## config.mk

```make
export PLATFORM = sky130hd
export DESIGN_NAME = squib_diag
export DESIGN_NICKNAME = d
export VERILOG_FILES = /design/src/logic/squib_diag_pkg.sv /design/src/logic/on_time_guard.sv /design/src/logic/squib_diag.sv
export VERILOG_INCLUDE_DIRS = /design/src /design/src/logic
export SDC_FILE = /design/constraint.sdc
export NUM_CORES = 1
export LEC_CHECK = 0
export BUFFER_PORTS_ARGS = -buffer_cell sky130_fd_sc_hd__buf_4
export CAP_MARGIN = 0
export CORE_AREA = 2 2 138 166
export DETAILED_ROUTE_END_ITERATION = 6
export DIE_AREA = 0 0 140 168
export HOLD_SLACK_MARGIN = 0.08
export PLACE_DENSITY = 0.48
export SLEW_MARGIN = 15
export SYNTH_ARGS = -nofsm -noshare
export SYNTH_HDL_FRONTEND = slang
export SYNTH_SLANG_ARGS = --single-unit
```

## constraint.sdc

```tcl
create_clock -name CLOCK -period 4 [get_ports CLOCK]
set_input_delay 0.2 -clock CLOCK [delete_from_list [all_inputs] [get_ports CLOCK]]
set_output_delay 0.2 -clock CLOCK [all_outputs]
set_load 0.005 [all_outputs]
```

## src/logic/squib_diag_regs.svh

```systemverilog
`ifndef SQUIB_DIAG_REGS_SVH
`define SQUIB_DIAG_REGS_SVH

`define CMD_THERMAL 8'h7F
`define CMD_UNLOCK_HIGH 8'h82
`define CMD_UNLOCK_LOW 8'h83
`define SEL_HIGH_NIBBLE 4'h1
`define SEL_LOW_NIBBLE 4'h2
`define FRAME_BITS 4'h8
`define REPLY_IDLE_BYTE 8'h00
`define THERM_MIN_NS 2090000
`define THERM_MAX_NS 2820000
`define CLOCK_PERIOD_NS 8
`define THERM_MIN_CYCLES ((`THERM_MIN_NS + `CLOCK_PERIOD_NS - 1) / `CLOCK_PERIOD_NS)
`define THERM_MAX_CYCLES (`THERM_MAX_NS / `CLOCK_PERIOD_NS)
`define ON_COUNT_WIDTH 20
`endif

```

## src/logic/squib_diag_pkg.sv

```systemverilog
package squib_diag_pkg;
  typedef enum logic [1:0] {
    REPLY_IDLE,
    REPLY_ECHO,
    REPLY_THERMAL,
    REPLY_TEST
  } reply_kind_t;

  typedef enum logic [1:0] {
    UNLOCK_NONE,
    UNLOCK_HIGH,
    UNLOCK_LOW
  } unlock_state_t;

  // per-channel test bits, high side in the upper nibble
  typedef struct packed {
    logic [3:0] high;
    logic [3:0] low;
  } chan_test_t;

  typedef struct packed {
    logic [7:0] data;
    logic valid;
  } frame_t;
endpackage

```

## src/logic/on_time_guard.sv

```systemverilog
`include "squib_diag_regs.svh"
module on_time_guard
  import squib_diag_pkg::*;
#(
  parameter int MIN_CYCLES = `THERM_MIN_CYCLES,
  parameter int MAX_CYCLES = `THERM_MAX_CYCLES,
  parameter int WIDTH = `ON_COUNT_WIDTH
)
(
  // clock and clear
  input wire logic clk,
  input wire logic clear,
  // driver state
  input wire logic drive_on,
  input wire logic overtemp,
  input wire logic shorted_load,
  // result
  output logic shutdown
);
  logic [WIDTH-1:0] on_count;
  logic min_reached;
  logic max_reached;

  assign min_reached = on_count >= WIDTH'(MIN_CYCLES);
  assign max_reached = on_count >= WIDTH'(MAX_CYCLES);

  always_ff @(posedge clk)
  begin
    if (clear || !drive_on)
      on_count <= '0;
    else if (!max_reached)
      on_count <= on_count + WIDTH'(1);
  end

  always_ff @(posedge clk)
  begin
    if (clear || !drive_on)
      shutdown <= 1'b0;
    else if ((overtemp && min_reached) || (shorted_load && max_reached))
      shutdown <= 1'b1;
  end
endmodule

```

## src/logic/squib_diag.sv

```systemverilog
`include "squib_diag_regs.svh"
module squib_diag
  import squib_diag_pkg::*;
#(
  parameter int CHANNELS = 4,
  parameter int THERM_MIN_CYCLES = `THERM_MIN_CYCLES,
  parameter int THERM_MAX_CYCLES = `THERM_MAX_CYCLES
)
(
  // clock and reset
  input wire logic CLOCK,
  input wire logic SYS_RST,
  input wire logic RESET_PIN_N,
  // serial port, sampled on CLOCK
  input wire logic SCLK,
  input wire logic CS_N,
  input wire logic MOSI,
  output logic MISO,
  output logic MISO_OE,
  // fire enables
  input wire logic FIRE_ENABLE_IN_ONE,
  input wire logic FIRE_ENABLE_IN_TWO,
  // firing request and analog status per channel
  input wire logic [CHANNELS-1:0] FIRE_CMD,
  input wire logic [CHANNELS-1:0] OVERTEMP,
  input wire logic [CHANNELS-1:0] SHORTED_LOAD,
  input wire logic [CHANNELS-1:0] HIGH_SIDE_ON_SENSE,
  input wire logic [CHANNELS-1:0] LOW_SIDE_ON_SENSE,
  // driver controls
  output logic [CHANNELS-1:0] DRIVE_ON,
  output logic [CHANNELS-1:0] HIGH_SIDE_TEST_EN,
  output logic [CHANNELS-1:0] LOW_SIDE_TEST_EN,
  output logic TEST_CURRENT_LIMIT,
  // status
  output logic [CHANNELS-1:0] THERMAL_STATUS,
  output logic DIAG_BLOCKED
);
  logic clear;
  logic fire_enabled;
  logic fire_any;
  logic sclk_prev;
  logic cs_prev;
  logic sclk_rise;
  logic sclk_fall;
  logic frame_start;
  logic frame_end;
  logic [7:0] rx_shift;
  logic [3:0] bit_count;
  logic [7:0] tx_shift;
  frame_t frame;
  reply_kind_t reply_kind;
  reply_kind_t reply_now;
  logic [7:0] echo_byte;
  logic [7:0] reply_byte;
  unlock_state_t unlock_state;
  logic [CHANNELS-1:0] thermal_flag;
  logic [CHANNELS-1:0] thermal_latch;
  logic [CHANNELS-1:0] shutdown;
  chan_test_t test_active;
  chan_test_t test_fail;
  logic unlock_ok;
  logic sel_high_ok;
  logic sel_low_ok;

  function automatic logic is_unlock(input logic [7:0] b);
    is_unlock = (b == `CMD_UNLOCK_HIGH) || (b == `CMD_UNLOCK_LOW);
  endfunction

  function automatic logic is_select(input logic [7:0] b, input logic [3:0] nib);
    is_select = b[7:4] == nib;
  endfunction

  assign clear = SYS_RST || !RESET_PIN_N;
  assign fire_enabled = FIRE_ENABLE_IN_ONE && FIRE_ENABLE_IN_TWO;
  assign fire_any = FIRE_ENABLE_IN_ONE || FIRE_ENABLE_IN_TWO;
  assign sclk_rise = SCLK && !sclk_prev;
  assign sclk_fall = !SCLK && sclk_prev;
  assign frame_start = cs_prev && !CS_N;
  assign frame_end = !cs_prev && CS_N;

  // unlock only while both fire enables are low
  assign unlock_ok = frame.valid && is_unlock(frame.data) && !fire_any;
  assign sel_high_ok = frame.valid && unlock_state == UNLOCK_HIGH
    && is_select(frame.data, `SEL_HIGH_NIBBLE);
  assign sel_low_ok = frame.valid && unlock_state == UNLOCK_LOW
    && is_select(frame.data, `SEL_LOW_NIBBLE);

  // serial edge tracking
  always_ff @(posedge CLOCK)
  begin
    if (clear)
    begin
      sclk_prev <= 1'b0;
      cs_prev <= 1'b1;
    end
    else
    begin
      sclk_prev <= SCLK;
      cs_prev <= CS_N;
    end
  end

  // receive shifter and bit count
  always_ff @(posedge CLOCK)
  begin
    if (clear)
    begin
      rx_shift <= 8'h00;
      bit_count <= 4'h0;
    end
    else if (frame_start)
    begin
      rx_shift <= 8'h00;
      bit_count <= 4'h0;
    end
    else if (!CS_N && sclk_rise)
    begin
      rx_shift <= {rx_shift[6:0], MOSI};
      if (bit_count != 4'hF)
        bit_count <= bit_count + 4'h1;
    end
  end

  // a frame counts only with exactly eight bits
  always_ff @(posedge CLOCK)
  begin
    if (clear)
      frame <= '0;
    else
    begin
      frame.valid <= frame_end && bit_count == `FRAME_BITS;
      frame.data <= rx_shift;
    end
  end

  // transmit byte chosen at frame start
  always_comb
  begin
    unique case (reply_kind)
      REPLY_IDLE: reply_byte = `REPLY_IDLE_BYTE;
      REPLY_ECHO: reply_byte = echo_byte;
      REPLY_THERMAL: reply_byte = 8'(thermal_latch);
      REPLY_TEST: reply_byte = test_fail;
    endcase
  end

  always_ff @(posedge CLOCK)
  begin
    if (clear)
    begin
      tx_shift <= 8'h00;
      MISO <= 1'b0;
      MISO_OE <= 1'b0;
      reply_now <= REPLY_IDLE;
    end
    else if (frame_start)
    begin
      tx_shift <= reply_byte;
      MISO <= reply_byte[7];
      MISO_OE <= 1'b1;
      reply_now <= reply_kind;
    end
    else if (CS_N)
    begin
      MISO <= 1'b0;
      MISO_OE <= 1'b0;
    end
    else if (sclk_fall)
    begin
      tx_shift <= {tx_shift[6:0], 1'b0};
      MISO <= tx_shift[6];
    end
  end

  // reply for the next frame
  always_ff @(posedge CLOCK)
  begin
    if (clear)
    begin
      reply_kind <= REPLY_IDLE;
      echo_byte <= 8'h00;
    end
    else if (frame.valid)
    begin
      echo_byte <= frame.data;
      if (is_unlock(frame.data))
        reply_kind <= REPLY_ECHO;
      else if (frame.data == `CMD_THERMAL && unlock_state == UNLOCK_NONE)
        reply_kind <= REPLY_THERMAL;
      else if (sel_high_ok || sel_low_ok)
        reply_kind <= REPLY_TEST;
      else
        reply_kind <= REPLY_IDLE;
    end
  end

  // thermal status latch
  always_ff @(posedge CLOCK)
  begin
    if (clear)
      thermal_latch <= '0;
    else if (frame.valid)
    begin
      if (frame.data == `CMD_THERMAL && unlock_state == UNLOCK_NONE)
        thermal_latch <= thermal_flag;
      else if (unlock_ok)
        thermal_latch <= '0;
      else if (reply_now == REPLY_THERMAL)
        thermal_latch <= '0;
    end
  end

  // unlock sequencing
  always_ff @(posedge CLOCK)
  begin
    if (clear)
      unlock_state <= UNLOCK_NONE;
    else if (fire_any)
      unlock_state <= UNLOCK_NONE;
    else if (frame.valid)
    begin
      if (unlock_ok && frame.data == `CMD_UNLOCK_HIGH)
        unlock_state <= UNLOCK_HIGH;
      else if (unlock_ok)
        unlock_state <= UNLOCK_LOW;
      else
        unlock_state <= UNLOCK_NONE;
    end
  end

  always_ff @(posedge CLOCK)
  begin
    if (clear)
      DIAG_BLOCKED <= 1'b0;
    else if (fire_any)
      DIAG_BLOCKED <= 1'b0;
    else if (frame.valid)
      DIAG_BLOCKED <= unlock_ok;
  end

  // test enables; ended only by host commands, a high fire enable or reset
  always_ff @(posedge CLOCK)
  begin
    if (clear)
      test_active <= '0;
    else if (fire_any)
      test_active <= '0;
    else if (frame.valid && is_unlock(frame.data))
      test_active <= '0;
    else if (sel_high_ok)
      test_active <= '{high: frame.data[3:0], low: 4'h0};
    else if (sel_low_ok)
      test_active <= '{high: 4'h0, low: frame.data[3:0]};
  end

  // fail bits: set at selection, cleared once the driver is seen on
  always_ff @(posedge CLOCK)
  begin
    if (clear)
      test_fail <= '0;
    else if (unlock_ok)
      test_fail <= '0;
    else if (sel_high_ok)
      test_fail <= '{high: frame.data[3:0], low: 4'h0};
    else if (sel_low_ok)
      test_fail <= '{high: 4'h0, low: frame.data[3:0]};
    else
    begin
      test_fail.high <= test_fail.high & ~(test_active.high & HIGH_SIDE_ON_SENSE);
      test_fail.low <= test_fail.low & ~(test_active.low & LOW_SIDE_ON_SENSE);
    end
  end

  always_ff @(posedge CLOCK)
  begin
    if (clear)
    begin
      HIGH_SIDE_TEST_EN <= '0;
      LOW_SIDE_TEST_EN <= '0;
      TEST_CURRENT_LIMIT <= 1'b0;
    end
    else
    begin
      HIGH_SIDE_TEST_EN <= test_active.high;
      LOW_SIDE_TEST_EN <= test_active.low;
      TEST_CURRENT_LIMIT <= |test_active;
    end
  end

  // per-channel firing and thermal guard
  genvar ch;
  generate
    for (ch = 0; ch < CHANNELS; ch++)
    begin : g_chan
      on_time_guard #(
        .MIN_CYCLES(THERM_MIN_CYCLES),
        .MAX_CYCLES(THERM_MAX_CYCLES),
        .WIDTH(`ON_COUNT_WIDTH)
      ) u_guard (
        .clk(CLOCK),
        .clear(clear),
        .drive_on(DRIVE_ON[ch]),
        .overtemp(OVERTEMP[ch]),
        .shorted_load(SHORTED_LOAD[ch]),
        .shutdown(shutdown[ch])
      );

      always_ff @(posedge CLOCK)
      begin
        if (clear)
          thermal_flag[ch] <= 1'b0;
        else if (shutdown[ch])
          thermal_flag[ch] <= 1'b1;
        else if (!OVERTEMP[ch])
          thermal_flag[ch] <= 1'b0;
      end

      always_ff @(posedge CLOCK)
      begin
        if (clear)
          DRIVE_ON[ch] <= 1'b0;
        else
          DRIVE_ON[ch] <= FIRE_CMD[ch] && fire_enabled
            && !thermal_flag[ch] && !shutdown[ch];
      end

      always_ff @(posedge CLOCK)
      begin
        if (clear)
          THERMAL_STATUS[ch] <= 1'b0;
        else
          THERMAL_STATUS[ch] <= thermal_flag[ch] || shutdown[ch];
      end
    end
  endgenerate
endmodule

```

==> impl_metrics.py <==
metrics = {
    "setup_path": {
        "crit_chain": "or4_4 > nor4_4 > o2111ai_2 > or4_1 > a21oi_1",
        "cp-start-kind": "flop",
        "cp_max_fo": 6,
        "crit_required_ns": 4.34,
        "endpoint_kind": "flop",
        "setup.worst_path.class": "flop to flop",
        "slowest_delay_ns": 0.58,
        "worst_ep_arrival_time_ns": 2.55,
        "cp_slowest_cell": "or4_4",
    },
    "clock_network": {
        "htree_levels": 4,
        "post_cts_buffers": 0,
        "cts_hold_buffers": 20,
        "post_cts_resized": 0,
        "clkTransAtPathRegs_ns": 0.06,
        "cts_buffers": 17,
        "clk_path_buf_depth": 2,
        "cts_num_sinks": 172,
        "cts-root-buf": "clkbuf_16",
        "insertion_delay_ns": 0.42,
        "cts_tree": "built",
    },
    "floorplan": {
        "rows": 60,
        "chipWidth_um": 140,
        "die-area_um2": 23500,
        "die_y_um": 168,
        "num_io_pins": 48,
        "coreArea_um2": 22100,
        "start_util_pct": 34.1,
    },
    "synth": {
        "synth_top_area_share_pct": 45.6,
        "synthesis.nets": 896,
        "synth.area.top_cells": "dfxtp_1, nor2_1, a21oi_1",
        "synthCells": 858,
        "synth_edf_count": 0,
        "async_reset_ff_share_pct": 0,
        "yosysSeqAreaShare_pct": 45.6,
        "synth_area_um2": 7540,
        "synth_cell_types": 59,
        "yosys_register_bits": 172,
        "yosys.area.top_type": "dfxtp_1",
        "syn_avg_cell_area_um2": 8.79,
        "synth_ff_type": "dfxtp_1",
        "synth_warnings": 0,
    },
    "grt": {
        "grt_max_degree": 36,
        "grt_pass1_wl_um": 29400,
        "grt-ovfl-total": 0,
        "grt_use_total_pct": 15.2,
        "grt_pass1_vias": 5929,
        "grt_antenna_before_repair": 1,
    },
    "power": {
        "leakage_nw": 3.10,
        "seqPwrFrac_pct": 49.9,
        "internal-power_w": 0.00270,
        "power.net_switching_w": 0.000748,
        "combPwrFrac_pct": 2.5,
        "power.share.switching_pct": 21.7,
        "clkPwrFrac_pct": 47.6,
        "p_per_area_nw_per_um2": 386,
        "ir_drop_v": 0.000251,
    },
    "timing": {
        "setup_viol": 0,
        "max_slew_margin_pct": 32.8,
        "period_share_pct": 55.4,
        "drv_slew": 0,
        "fmax_mhz": 451,
        "fin_crit_ns": 2.22,
        "rsz0062_at_grt": "false",
        "hold_violations": 0,
        "skew_ns": 0.00746,
        "fin_tns_setup_ns": 0,
        "tightest_slew_ns": 1.00,
    },
    "layout": {
        "fin_area_um2": 8930,
        "final_cell_mix": "dfxtp_1, nor2_1, nand2_1",
        "fin_cells": 1208,
        "regArea_um2": 3440,
        "fin_nets": 955,
        "diodes": 0,
        "n_fill_cell": 2269,
        "multi_input_area_um2": 3910,
        "syn2layout_area_growth_pct": 18.4,
        "drive_gt1_share_pct": 10.8,
        "final_common_cell": "dfxtp_1",
    },
    "place": {
        "placed_cells": 1157,
        "gp_congestion": 0.821,
        "io_buffers": 47,
        "dpl_cell_area_um2": 8150,
        "hpwlAfterDp_um": 12400,
    },
    "drt": {
        "routed_wl_um": 17700,
        "num_vias": 6185,
        "vias_per_cell": 5.12,
        "drt_pass1_iterations": 6,
        "ant_nets": 0,
        "drc": 0,
        "wl_per_cell_um": 14.7,
        "drt_iter0_markers": 255,
    },
    "flow_run": {
        "drv_cap": 0,
    },
    "run_status": {
        "status": "finished, final reports clean",
    },
    "hold_path": {
        "min_path_type": "input port to flop",
    },
}
[worst max-delay path: cells and delay by family (launching register included)]
family,cells,cell delay [ns]
and+or+nand+nor,3,1.40
AOI/OAI and AO/OA,2,0.38
DFF,1,0.36
[power by group through the flow]
stage / Sequential [W] / Clock [W] / Combinational, W
2_1_floorplan: 0.00176 / 0 / 0.0000357
3_3_place_gp: 0.00176 / 0 / 0.0000714
3_5_place_dp: 0.00176 / 0 / 0.0000712
4_1_cts: 0.00172 / 0.00170 / 0.0000869
5_1_grt: 0.00172 / 0.00176 / 0.0000938
6_report: 0.00172 / 0.00164 / 0.0000845
[layout make-up]
cell class	instances	share of cell area (%)
multi-input combinational	636	43.7
sequential	172	38.5
timing repair buffer	71	6.53
clock buffer	18	4.92
tap	279	3.91
clock inverter	13	1.61
inverter	19	0.798
[path summary, 6_finish.rpt]
| kind | from | to | slack, ns | cells past startpoint |
|---|---|---|---|---|
| min reg2reg | tx_shift[1] | tx_shift[1] | 0.47 | 2 |
| min | HIGH_SIDE_ON_SENSE[2] | test_fail[6] | 0.10 | 4 |
| max reg2reg | g_chan[3].u_guard.on_count[8] | g_chan[3].u_guard.on_count[15] | 1.78 | 5 |
| max | g_chan[3].u_guard.on_count[8] | g_chan[3].u_guard.on_count[15] | 1.78 | 5 |
[state kept, by name (all words and copies together) (netlist names), 7 cells and up]
name	cells
test_active	8
test_fail	8
echo_byte	8
frame	9
tx_shift	7
g_chan.u_guard.on_count	80
rx_shift	8
[per-layer routing]
layer | track usage, % | part of all wire (%)
met1 | 19.4 | 49
met2 | 26.1 | 48
met3 | 2.53 | 1.9
met4 | 5.36 | 1.3
met5 | 0 | 0
[cells by family (layout without fill, tap and decap cells)]
family / count (synthesis) / count (layout) / share of synthesized area [%]
simple gates: 366 / 366 / 24.6
compound gates: 187 / 187 / 16.3
flops: 172 / 172 / 45.6
buf+inv: 50 / 121 / 2.69
xor+xnor: 42 / 42 / 4.88
mux: 31 / 31 / 4.25
fa+ha+maj: 10 / 10 / 1.66
[cells in the mapped netlist (all sizes together) (3+ instances only)]
cell type,n
dfxtp,172
nor2,112
nand2,68
a21oi,64
nand3,40
o21ai,29
and2,28
xnor2,28
clkbuf,26
mux2i,23
and3,21
inv,19
a211oi,18
nand4,16
or4,15
or3,14
xor2,14
ha,10
nand2b,10
nor3,10
o211ai,10
o31ai,10
mux2,8
o21a,8
nor4,7
and4,6
nor2b,6
o2111ai,6
a2111oi,5
buf,5
a21o,4
a22o,4
a31oi,4
o22ai,4
a22oi,3
nor3b,3
nor4b,3
o211a,3
[metrics by stage]
step,worst slack [ns],total power (W),utilization (%),hold slack (ns)
floorplan,1.96,0.00179,-,0.310
CTS,1.78,0.00350,40.3,0.0817
global route,1.61,0.00357,40.3,0.116
detailed placement,1.79,0.00183,36.8,0.420
finish,1.78,0.00345,40.3,0.104
global placement,1.82,0.00183,36.8,0.418
(Power assumes the default switching activity.)
